$ cat config.mk
export PLATFORM = sky130hd
export DESIGN_NAME = ecb_emu_ctrl
export DESIGN_NICKNAME = d
export VERILOG_FILES = /design/src/ecb_pkg.sv /design/src/ecb_emu_ctrl.sv
export SDC_FILE = /design/constraint.sdc
export NUM_CORES = 1
export LEC_CHECK = 0
export ABC_AREA = 0
export BUFFER_PORTS_ARGS = -buffer_cell sky130_fd_sc_hd__buf_2
export CORE_ASPECT_RATIO = 1.5
export CORE_UTILIZATION = 53
export CTS_CLUSTER_SIZE = 14
export DETAILED_ROUTE_END_ITERATION = 8
export PLACE_DENSITY = 0.81
export RECOVER_POWER = 25
export SLEW_MARGIN = 10
export SYNTH_ARGS = -nofsm -noshare
export SYNTH_HDL_FRONTEND = slang
export SYNTH_SLANG_ARGS = --single-unit
$ cat constraint.sdc
create_clock -name clk -period 3.1 [get_ports clk]
set_input_delay 0.31 -clock clk [delete_from_list [all_inputs] [get_ports clk]]
set_output_delay 0.31 -clock clk [all_outputs]
set_load 0.01 [all_outputs]
$ cat src/ecb_pkg.sv
package ecb_pkg;
  // ==========================================================
  // Register byte offsets.
  localparam logic [7:0] OFF_CTRL  = 8'h00;
  localparam logic [7:0] OFF_CMD   = 8'h04;
  localparam logic [7:0] OFF_STAT  = 8'h08;
  localparam logic [7:0] OFF_BUF   = 8'h0c;
  localparam logic [7:0] OFF_UNIT  = 8'h10;
  localparam logic [7:0] OFF_SHIDX = 8'h14;
  localparam logic [7:0] OFF_SHDAT = 8'h18;
  // ==========================================================
  // Control register fields.
  localparam int CB_COEN  = 0;
  localparam int CB_MODE  = 1;
  localparam int CB_NXEN  = 3;
  localparam int CB_INTCP = 4;
  localparam int CB_BRKEN = 5;
  localparam int CB_TRCEN = 6;
  // ==========================================================
  // Command register bits, each a one-shot action.
  localparam int CM_CAPT   = 0;
  localparam int CM_ARM    = 1;
  localparam int CM_DISARM = 2;
  localparam int CM_GO     = 3;
  localparam int CM_STOP   = 4;
  localparam int CM_BRK    = 5;
  localparam int CM_TRC    = 6;
  // ==========================================================
  // Status register fields.
  localparam int SB_EMU  = 0;
  localparam int SB_ARM  = 1;
  localparam int SB_CAPD = 2;
  localparam int SB_DIRT = 3;
  localparam int SB_PEND = 4;
  localparam int SB_GNT  = 5;
  localparam int SB_BUSY = 6;
  // ==========================================================
  // Grant modes and reset values.
  localparam logic [1:0] MODE_EMU = 2'h1;
  localparam logic [1:0] MODE_ANY = 2'h2;
  localparam logic COEN_RST_EARLY = 1'b1;
  localparam logic COEN_RST_LATE  = 1'b0;
  localparam int UNIT_W = 2;
  typedef enum logic [1:0] {
    ST_IDLE  = 2'b00,
    ST_CAPT  = 2'b01,
    ST_WBACK = 2'b11
  } ecb_state_t;
endpackage

$ cat src/ecb_emu_ctrl.sv
// The placing of the registers and the AHB-Lite register port were decided locally.
`timescale 1ns/10ps
// Contract
// - Mode 1 with bus enable grants the coprocessor only while emulating.
// - Earlier probes hold a request seen outside emulation, grant at start.
// - Mode 2 with bus enable grants the coprocessor at any time.
// - Mode resets to 1 on earlier probes, 2 on later; only 1 or 2.
// - After capture, interrogation reads and writes act on shadow copies.
// - External coprocessor: write back dirty shadows in mode 2, skip in 1.
// - Later probe answers operand requests only with extension enabled.
// - Capture runs only with the coprocessor bus enable set.
// - The user save buffer contents stay untouched across capture.
// - Internal coprocessor keeps shadows locally, buffer address cleared to zero at capture.
// - Internal coprocessor always writes back dirty shadows on resume.
// - At most four chained units, numbered 0 to 3.
// - After reset the current unit is the nearest one with a probe.
// - Local break and trace inputs derive from the shared lines.
// - The shared break line is driven only while armed; trace always.
// - Local break or trace input asserts only with its enable set.
// - One system-wide arm flag, set after reset.
// - Arm and disarm come from command, event or system match only.
// - An asserted shared break stops emulation where break-in is enabled.
// - Separate break and trace enables, both set after reset.
// - Trace match drives trace; break match stops emulation and drives neither line.
// - With bus enable clear the bus request line is ignored; operand requests are not.
module ecb_emu_ctrl #(
  parameter bit LATER_PROBE = 1'b0,
  parameter int NREGS       = 8
) (
  input  wire logic        clk,
  input  wire logic        rst,
  input  wire logic        ce,
  input  wire logic        hsel,
  input  wire logic [31:0] haddr,
  input  wire logic [1:0]  htrans,
  input  wire logic        hwrite,
  input  wire logic [2:0]  hsize,
  input  wire logic [31:0] hwdata,
  input  wire logic        hready,
  output logic             hreadyout,
  output logic             hresp,
  output logic [31:0]      hrdata,
  input  wire logic [3:0]  probeFitted,
  input  wire logic        busReq,
  output logic             busGrant,
  input  wire logic        extOperandRequest,
  output logic             extOperandAck,
  output logic [$clog2(NREGS)-1:0] cpRegIdx,
  output logic             cpRegWe,
  output logic [31:0]      cpRegWrData,
  input  wire logic [31:0] cpRegRdData,
  input  wire logic        specArm,
  input  wire logic        specDisarm,
  input  wire logic        specBreak,
  input  wire logic        specTrace,
  input  wire logic        traceSpecMatch,
  input  wire logic        breakSpecMatch,
  input  wire logic        sharedBreakIn,
  input  wire logic        sharedTraceIn,
  output logic             sharedBreakOut,
  output logic             sharedBreakOe,
  output logic             sharedTraceOut,
  output logic             sharedTraceOe,
  output logic             localBreakIn,
  output logic             localTraceIn,
  output logic             emulating
);
  localparam int IW = $clog2(NREGS);
  localparam logic [IW-1:0] LAST = IW'(NREGS - 1);
  localparam logic [1:0] MODE_RST =
    LATER_PROBE ? ecb_pkg::MODE_ANY : ecb_pkg::MODE_EMU;
  localparam logic COEN_RST =
    LATER_PROBE ? ecb_pkg::COEN_RST_LATE : ecb_pkg::COEN_RST_EARLY;

  function automatic logic [ecb_pkg::UNIT_W-1:0] firstFitted(
    input logic [3:0] fit
  );
    logic [ecb_pkg::UNIT_W-1:0] u;
    u = '0;
    for (int i = 3; i >= 0; i--) begin
      if (fit[i]) begin
        u = ecb_pkg::UNIT_W'(i);
      end
    end
    return u;
  endfunction

  // ==========================================================
  // Bus slave.
  ecb_pkg::ecb_state_t st_r;
  ecb_pkg::ecb_state_t st_nxt;
  logic                   wrPend_r;
  logic [7:0]             wrAddr_r;
  logic [31:0]            hrdata_r;
  logic                   coEn_r;
  logic [1:0]             mode_r;
  logic                   nxEn_r;
  logic                   intCp_r;
  logic                   brkEn_r;
  logic                   trcEn_r;
  logic [31:0]            bufAddr_r;
  logic [ecb_pkg::UNIT_W-1:0] curUnit_r;
  logic                   unitInit_r;
  logic [IW-1:0]          shIdx_r;
  logic [31:0]            shadow [NREGS];
  logic                   emu_r;
  logic                   armed_r;
  logic                   captured_r;
  logic                   dirty_r;
  logic                   pending_r;
  logic                   busGrant_r;
  logic                   extAck_r;
  logic [IW-1:0]          cnt_r;
  logic                   bs1_r;
  logic                   bs2_r;
  logic                   ts1_r;
  logic                   ts2_r;
  logic                   brkDrv_r;
  logic                   trcDrv_r;

  wire        addrPhase = hsel && htrans[1] && hready && ce;
  wire [7:0]  rdAddr    = haddr[7:0];
  wire        wrStb     = wrPend_r && ce;
  wire        wrCtrl    = wrStb && (wrAddr_r == ecb_pkg::OFF_CTRL);
  wire        wrCmd     = wrStb && (wrAddr_r == ecb_pkg::OFF_CMD);
  wire        wrBuf     = wrStb && (wrAddr_r == ecb_pkg::OFF_BUF);
  wire        wrUnit    = wrStb && (wrAddr_r == ecb_pkg::OFF_UNIT);
  wire        wrShIdx   = wrStb && (wrAddr_r == ecb_pkg::OFF_SHIDX);
  wire        wrShDat   = wrStb && (wrAddr_r == ecb_pkg::OFF_SHDAT);
  wire [1:0]  modeIn    = hwdata[ecb_pkg::CB_MODE +: 2];
  wire        modeLegal = (modeIn == ecb_pkg::MODE_EMU) ||
                          (modeIn == ecb_pkg::MODE_ANY);
  wire        modeAny   = (mode_r == ecb_pkg::MODE_ANY);
  wire        modeEmu   = (mode_r == ecb_pkg::MODE_EMU);
  wire        idle      = (st_r == ecb_pkg::ST_IDLE);
  wire        capReq    = wrCmd && hwdata[ecb_pkg::CM_CAPT];
  wire        capStart  = capReq && coEn_r && idle && !emu_r &&
                          (intCp_r || modeAny);

  wire [31:0] ctrlVal = {25'h0, trcEn_r, brkEn_r, intCp_r, nxEn_r,
                         mode_r, coEn_r};
  wire [31:0] statVal = {22'h0, curUnit_r, 1'b0, !idle, busGrant_r,
                         pending_r, dirty_r, captured_r, armed_r, emu_r};
  wire [31:0] rdMux =
    (rdAddr == ecb_pkg::OFF_CTRL)  ? ctrlVal :
    (rdAddr == ecb_pkg::OFF_STAT)  ? statVal :
    (rdAddr == ecb_pkg::OFF_BUF)   ? bufAddr_r :
    (rdAddr == ecb_pkg::OFF_UNIT)  ? {30'h0, curUnit_r} :
    (rdAddr == ecb_pkg::OFF_SHIDX) ? 32'(shIdx_r) :
    (rdAddr == ecb_pkg::OFF_SHDAT) ? shadow[shIdx_r] : 32'h0;

  assign hreadyout = ce;
  assign hresp     = 1'b0;
  assign hrdata    = hrdata_r;

  always_ff @(posedge clk) begin
    if (rst) begin
      wrPend_r <= 1'b0;
      wrAddr_r <= 8'h00;
      hrdata_r <= 32'h0;
    end else if (ce) begin
      wrPend_r <= addrPhase && hwrite;
      if (addrPhase) begin
        wrAddr_r <= rdAddr;
      end
      if (addrPhase && !hwrite) begin
        hrdata_r <= rdMux;
      end
    end
  end

  // ==========================================================
  // Configuration registers.
  always_ff @(posedge clk) begin
    if (rst) begin
      coEn_r  <= COEN_RST;
      mode_r  <= MODE_RST;
      nxEn_r  <= 1'b0;
      intCp_r <= 1'b0;
      brkEn_r <= 1'b1;
      trcEn_r <= 1'b1;
    end else if (ce && wrCtrl) begin
      coEn_r  <= hwdata[ecb_pkg::CB_COEN];
      nxEn_r  <= hwdata[ecb_pkg::CB_NXEN];
      intCp_r <= hwdata[ecb_pkg::CB_INTCP];
      brkEn_r <= hwdata[ecb_pkg::CB_BRKEN];
      trcEn_r <= hwdata[ecb_pkg::CB_TRCEN];
      if (modeLegal) begin
        mode_r <= modeIn;
      end
    end
  end

  always_ff @(posedge clk) begin
    if (rst) begin
      curUnit_r  <= '0;
      unitInit_r <= 1'b0;
      bufAddr_r  <= 32'h0;
      shIdx_r    <= '0;
    end else if (ce) begin
      if (!unitInit_r) begin
        curUnit_r  <= firstFitted(probeFitted);
        unitInit_r <= 1'b1;
      end else if (wrUnit) begin
        curUnit_r <= hwdata[ecb_pkg::UNIT_W-1:0];
      end
      if (capStart && intCp_r) begin
        bufAddr_r <= 32'h0;
      end else if (wrBuf) begin
        bufAddr_r <= hwdata;
      end
      if (wrShIdx) begin
        shIdx_r <= hwdata[IW-1:0];
      end
    end
  end

  // ==========================================================
  // Capture, shadow copies and write-back.
  wire goReq    = wrCmd && hwdata[ecb_pkg::CM_GO];
  wire stopReq  = (wrCmd && hwdata[ecb_pkg::CM_STOP]) ||
                  localBreakIn || breakSpecMatch;
  wire goOk     = goReq && idle && !emu_r && !stopReq;
  wire wbNeed   = dirty_r && captured_r &&
                  (intCp_r || modeAny);
  wire shWr     = wrShDat && idle && !emu_r && captured_r;
  wire lastCnt  = (cnt_r == LAST);

  always_comb begin
    st_nxt = st_r;
    unique case (st_r)
      ecb_pkg::ST_IDLE: begin
        if (capStart) begin
          st_nxt = ecb_pkg::ST_CAPT;
        end else if (goOk && wbNeed) begin
          st_nxt = ecb_pkg::ST_WBACK;
        end
      end
      ecb_pkg::ST_CAPT: begin
        if (lastCnt) begin
          st_nxt = ecb_pkg::ST_IDLE;
        end
      end
      ecb_pkg::ST_WBACK: begin
        if (lastCnt) begin
          st_nxt = ecb_pkg::ST_IDLE;
        end
      end
      default: begin
        st_nxt = ecb_pkg::ST_IDLE;
      end
    endcase
  end

  always_ff @(posedge clk) begin
    if (rst) begin
      st_r  <= ecb_pkg::ST_IDLE;
      cnt_r <= '0;
    end else if (ce) begin
      st_r  <= st_nxt;
      cnt_r <= idle ? '0 : IW'(cnt_r + 1'b1);
    end
  end

  // Capture reads the coprocessor straight into the local copies,
  // so the user save buffer is never written.
  always_ff @(posedge clk) begin
    if (ce) begin
      if (st_r == ecb_pkg::ST_CAPT) begin
        shadow[cnt_r] <= cpRegRdData;
      end else if (shWr) begin
        shadow[shIdx_r] <= hwdata;
      end
    end
  end

  assign cpRegIdx    = cnt_r;
  assign cpRegWe     = (st_r == ecb_pkg::ST_WBACK);
  assign cpRegWrData = shadow[cnt_r];

  always_ff @(posedge clk) begin
    if (rst) begin
      emu_r      <= 1'b0;
      captured_r <= 1'b0;
      dirty_r    <= 1'b0;
    end else if (ce) begin
      if (stopReq) begin
        emu_r <= 1'b0;
      end else if (goOk && !wbNeed) begin
        emu_r <= 1'b1;
      end else if (st_r == ecb_pkg::ST_WBACK && lastCnt) begin
        emu_r <= 1'b1;
      end
      if (st_r == ecb_pkg::ST_CAPT && lastCnt) begin
        captured_r <= 1'b1;
      end
      if (shWr) begin
        dirty_r <= 1'b1;
      end else if ((goOk && !wbNeed) || st_r != ecb_pkg::ST_IDLE) begin
        dirty_r <= 1'b0;
      end
    end
  end
  assign emulating = emu_r;

  // ==========================================================
  // Coprocessor bus and operand handshakes.
  wire honour  = coEn_r && (modeAny || emu_r);
  wire pendSet = !LATER_PROBE && coEn_r && modeEmu &&
                 !emu_r && busReq;
  wire extOk   = LATER_PROBE && nxEn_r && (modeAny || emu_r);

  always_ff @(posedge clk) begin
    if (rst) begin
      pending_r  <= 1'b0;
      busGrant_r <= 1'b0;
      extAck_r   <= 1'b0;
    end else if (ce) begin
      if (pendSet) begin
        pending_r <= 1'b1;
      end else if (busGrant_r || !coEn_r) begin
        pending_r <= 1'b0;
      end
      busGrant_r <= honour && (busReq || pending_r);
      extAck_r   <= extOk && extOperandRequest;
    end
  end
  assign busGrant      = busGrant_r;
  assign extOperandAck = extAck_r;

  // ==========================================================
  // Arm flag and shared break and trace lines.
  wire armSet = (wrCmd && hwdata[ecb_pkg::CM_ARM]) || specArm;
  wire armClr = (wrCmd && hwdata[ecb_pkg::CM_DISARM]) || specDisarm;

  always_ff @(posedge clk) begin
    if (rst) begin
      armed_r  <= 1'b1;
      bs1_r    <= 1'b0;
      bs2_r    <= 1'b0;
      ts1_r    <= 1'b0;
      ts2_r    <= 1'b0;
      brkDrv_r <= 1'b0;
      trcDrv_r <= 1'b0;
    end else if (ce) begin
      if (armSet) begin
        armed_r <= 1'b1;
      end else if (armClr) begin
        armed_r <= 1'b0;
      end
      bs1_r    <= sharedBreakIn;
      bs2_r    <= bs1_r;
      ts1_r    <= sharedTraceIn;
      ts2_r    <= ts1_r;
      brkDrv_r <= armed_r && ((wrCmd && hwdata[ecb_pkg::CM_BRK]) ||
                  specBreak);
      trcDrv_r <= (wrCmd && hwdata[ecb_pkg::CM_TRC]) || specTrace ||
                  traceSpecMatch;
    end
  end

  assign localBreakIn   = bs2_r && brkEn_r;
  assign localTraceIn   = ts2_r && trcEn_r;
  assign sharedBreakOut = brkDrv_r;
  assign sharedBreakOe  = brkDrv_r;
  assign sharedTraceOut = trcDrv_r;
  assign sharedTraceOe  = trcDrv_r;

  // ==========================================================
  // Assertions.
  a_mode_legal: assert property (
    @(posedge clk) disable iff (rst)
    modeEmu || modeAny)
    else $error("grant mode holds an illegal value");

  a_grant_emu_only: assert property (
    @(posedge clk) disable iff (rst)
    ce && coEn_r && modeEmu && !emu_r |=> !busGrant_r)
    else $error("mode 1 granted outside emulation");

  a_pend_store: assert property (
    @(posedge clk) disable iff (rst)
    ce && pendSet |=> pending_r)
    else $error("request outside emulation not held");

  a_grant_any: assert property (
    @(posedge clk) disable iff (rst)
    ce && coEn_r && modeAny && busReq |=> busGrant_r)
    else $error("mode 2 request not granted");

  a_disabled_ignore: assert property (
    @(posedge clk) disable iff (rst)
    ce && !coEn_r |=> !busGrant_r)
    else $error("grant while bus enable clear");

  a_ext_off: assert property (
    @(posedge clk) disable iff (rst)
    ce && !nxEn_r |=> !extOperandAck)
    else $error("operand ack while extension disabled");

  a_capt_needs_en: assert property (
    @(posedge clk) disable iff (rst)
    ce && idle && capReq && !coEn_r |=> st_r == ecb_pkg::ST_IDLE)
    else $error("capture started with bus enable clear");

  a_shadow_dirty: assert property (
    @(posedge clk) disable iff (rst)
    ce && shWr |=> dirty_r && shadow[$past(shIdx_r)] == $past(hwdata))
    else $error("shadow write not kept");

  a_skip_mode1: assert property (
    @(posedge clk) disable iff (rst)
    ce && goOk && !intCp_r && modeEmu |=>
      emu_r && st_r == ecb_pkg::ST_IDLE)
    else $error("mode 1 resume did not skip write-back");

  a_int_wback: assert property (
    @(posedge clk) disable iff (rst)
    ce && goOk && dirty_r && captured_r && intCp_r |=>
      st_r == ecb_pkg::ST_WBACK && !emu_r)
    else $error("internal resume skipped write-back");

  a_break_armed: assert property (
    @(posedge clk) disable iff (rst)
    ce && !armed_r |=> !sharedBreakOe)
    else $error("break line driven while disarmed");

  a_break_stops: assert property (
    @(posedge clk) disable iff (rst)
    ce && localBreakIn |=> !emu_r)
    else $error("enabled break did not stop emulation");
endmodule

==> impl_metrics.csv <==
group,metric,value,unit
outcome,status,"finished, violations left",
outcome,failed_checks,"max-capacitance violations, max-slew violations",
sta,setup_violations,0,
synth,yosys.area_share.simple,6.231,%
clocking,cts.clk_slew.worst_paths,0.07,ns
critical_path,critPathMaxStageDelay,0.79,ns
synth,synth_mux_area_share,24.74,%
drt,via_count,10460,
synth,synthCells,1055,
synth,yosys_register_bits,365,
clocking,htree_num_levels,2,
pwr,power,9.782,mW
sta,drv_slew,79,
synth,synth-edff-count,256,
drt,drt_iter0_markers,732,
pwr,pwr-share-clk,43.9,%
sta,rsz0062_at_grt,"false",
synth,netlist_top_cells_area,"edfxtp_1 47%, mux4_2 17%, dfxtp_1 13%",
clocking,clk_path_buf_depth,3,
floorplan,die-area,0.03190,mm2
sta,period_minus_slack,2.877,ns
clocking,clock_sinks,365,
critical_path,path_cells,"nand4bb_1 > nor3_1 > and3_2 > a32oi_1 > nor2_4 > buf_6",
synth,synth_area,0.01653,mm2
synth,synth-async-reset-ratio,0,%
synth,synth.avg_cell_area,15.66,um2
sta,timing_worst_slew_pin_value,1.881,ns
floorplan,die_h,218.3,um
clocking,cts-hold-fix-buffers,0,
clocking,root_buffer,"clkbuf_16",
pwr,leakage,6.152,nW
clocking,cts_inserted_buffers,35,
critical_path,crit_family,"simple AND/OR/NAND/NOR gates",
synth,ys_dominant_reg_cell,"edfxtp_1",
floorplan,fp-row-count,78,
critical_path,critPathSlowestCell,"nor2_4",
pwr,p_seq_share,53.5,%
sta,finalCritPeriodShare,92.80,%
pwr,ir_worst_vdd,0.4358,mV
critical_path,reg2reg_slack,0.22,ns
critical_path,rr_worst_depth,6,
critical_path,crit_buf_inv,1,
cells_and_area,area_growth,14.50,%
sta,timing.final.ws_setup,0.2231,ns
drt,vias_per_cell,6.356,
clocking,post_cts_buffers,0,
floorplan,pin_count,200,
critical_path,cp.arrival,3.10,ns
critical_path,crit_type,"reg2reg",
clocking,insertion_delay,0.53,ns
drt,drc,0,
synth,yosys-top-cells-count,"256 x edfxtp_1, 126 x mux4_2, 114 x nor2_1",
critical_path,rr_startpoint,"wrAddr_r[5]$_SDFFE_PP0P_",
synth,yosysTopAreaCell,"edfxtp_1",
critical_path,required,3.32,ns
floorplan,initial_utilization,54.27,%
global_route,grt_max_degree,79,
worst_hold_path,worstHoldPathType,"in2reg",
sta,hold_violations,0,
pwr,power_density,517.0,mW/mm2
synth,yosys.area.top_type_share,46.52,%
cells_and_area,finalNetCount,1343,
critical_path,cp-end-kind,"flop",
place,place_congestion,0.9390,
flow_run,max_cap_violations,1,
pwr,comb_power_share,2.6,%
floorplan,core-area,0.03045,mm2
floorplan,fp.dieW,146.2,um
clocking,cts_tree,"built",
synth,yosys_warnings,0,
global_route,track_usage,25.97,%
synth,synth-compound-area-share,6.322,%
place,io_buffers,168,
synth,synth_top_family_by_area,"multiplexers",
synth,synth.distinct_cells,63,
critical_path,startpoint,"wrAddr_r[5]$_SDFFE_PP0P_",
critical_path,endpoint,"shadow[5][16]$_DFFE_PP_",
pwr,switching_share,19.91,%
sta,timing.fmax,347.6,MHz
global_route,antenna_found_initial,0,
critical_path,start_kind,"flop",
synth,synth_most_common_cell,"edfxtp_1",
critical_path,crit_cells,6,
synth,yosys.area_share.adder,0.1514,%
cells_and_area,antenna_cells,0,
critical_path,critPathMaxFanout,20,
pwr,p_int,7.835,mW
place,dpl_worst_slack,0.1705,ns
sta,clock-skew-final,0.01479,ns
synth,seq_area_frac_synth,59.72,%
global_route,grt_pass1_wl,61680,um
sta,holdWs,0.02647,ns
synth,synth_xor_area_share,0,%
drt,ant_nets,0,
global_route,first_global_vias,10740,
cells_and_area,layout-drive-gt1-share,34.62,%
place,hpwl,25930,um
global_route,grt_overflow,0,
critical_path,reg2reg_to,"shadow[5][16]$_DFFE_PP_",
sta,max_slew_margin,-25.37,%
cells_and_area,fin_util,62.14,%
drt,drt_pass1_iterations,5,
drt,drt_wl_total,40810,um
drt,detail_route.wl_per_cell,24.81,um
pwr,switching_power,1.947,mW
-- routing by layer --
layer | global-route usage, % | up-vias | routed length [um]
li1 | - | 4558 | -
met1 | 30.71 | 5256 | 14160
met2 | 45.63 | 536 | 21390
met3 | 4.489 | 105 | 3427
met4 | 13.06 | 0 | 1834
met5 | 0 | - | 0
-- power groups by stage --
stage | registers (mW) | clock network (mW) | logic, mW
global placement | 5.33 | 0 | 0.252
global route | 5.23 | 4.51 | 0.283
detailed placement | 5.34 | 0 | 0.261
CTS | 5.23 | 4.33 | 0.262
finish | 5.23 | 4.29 | 0.259
floorplan | 5.33 | 0 | 0.142
-- cell type report --
cell class	instances	area (um2)
multi-input cells	600	6236
inverters	11	41.29
clock inverters	7	90.09
clock buffers	55	1064
flip-flops and latches	365	9882
well taps	400	500.5
repair buffers	207	1109
fillers	2190	11530
-- per-stage QoR --
step / setup TNS [ns] / area (um2) / cells
after detailed placement: 0 / 17860 / 1583
after floorplan: -43.57 / 16530 / 1056
after global routing: 0 / 18920 / 1645
after global placement: 0 / 17860 / 1583
after CTS: 0 / 19010 / 1645
final: 0 / 18920 / 1645
-- flip-flops by register name, indices dropped and copies added (netlist names), 2 cells and up, named ones only --
signal     count
bufAddr_r     32
cpRegIdx       3
curUnit_r      2
hrdata        32
mode_r         2
shIdx_r        3
shadow       256
st_r           2
wrAddr_r       8
-- timing repair --
action                                 CTS  global route
endpoints found under the hold margin    0             0
setup endpoints to repair                0            13
gates resized for setup                  0             1
-- cells by family after synthesis --
kind of cell	count (synthesis)
flip-flops	365
multiplexers	242
AND/OR/NAND/NOR	217
AO/OA/AOI/OAI	137
buffers and inverters	91
adder cells (fa/ha/maj)	2
other	1
-- worst reg2reg max path: cells and delay by family, from the launching register on --
family	cells	cell delay [ns]
and+or+nand+nor	4	1.67
DFF	1	0.31
AOI/OAI and AO/OA	1	0.30
buffers and inverters	1	0.29
-- worst min path at each step --
stage                             start                        to  cells past startpoint
2_1_floorplan  wrAddr_r[5]$_SDFFE_PP0P_  wrAddr_r[5]$_SDFFE_PP0P_                      2
3_3_place_gp   wrAddr_r[7]$_SDFFE_PP0P_  wrAddr_r[7]$_SDFFE_PP0P_                      2
3_5_place_dp   wrAddr_r[5]$_SDFFE_PP0P_  wrAddr_r[5]$_SDFFE_PP0P_                      2
4_1_cts                         specArm      armed_r$_SDFFE_PP1P_                      3
5_1_grt                         specArm      armed_r$_SDFFE_PP1P_                      3
6_report                        specArm      armed_r$_SDFFE_PP1P_                      3
-- layout by cell type, fill, tap and decap left out, types with 31 or more instances in the layout --
cell / instances
a22oi_1: 35
buf_4: 31
edfxtp_1: 256
buf_2: 125
mux2_2: 64
nand2_1: 37
mux2i_1: 44
clkbuf_16: 37
clkbuf_1: 56
mux4_2: 126
dfxtp_1: 103
nor2_1: 104
Power figures use the tool's default switching activity.
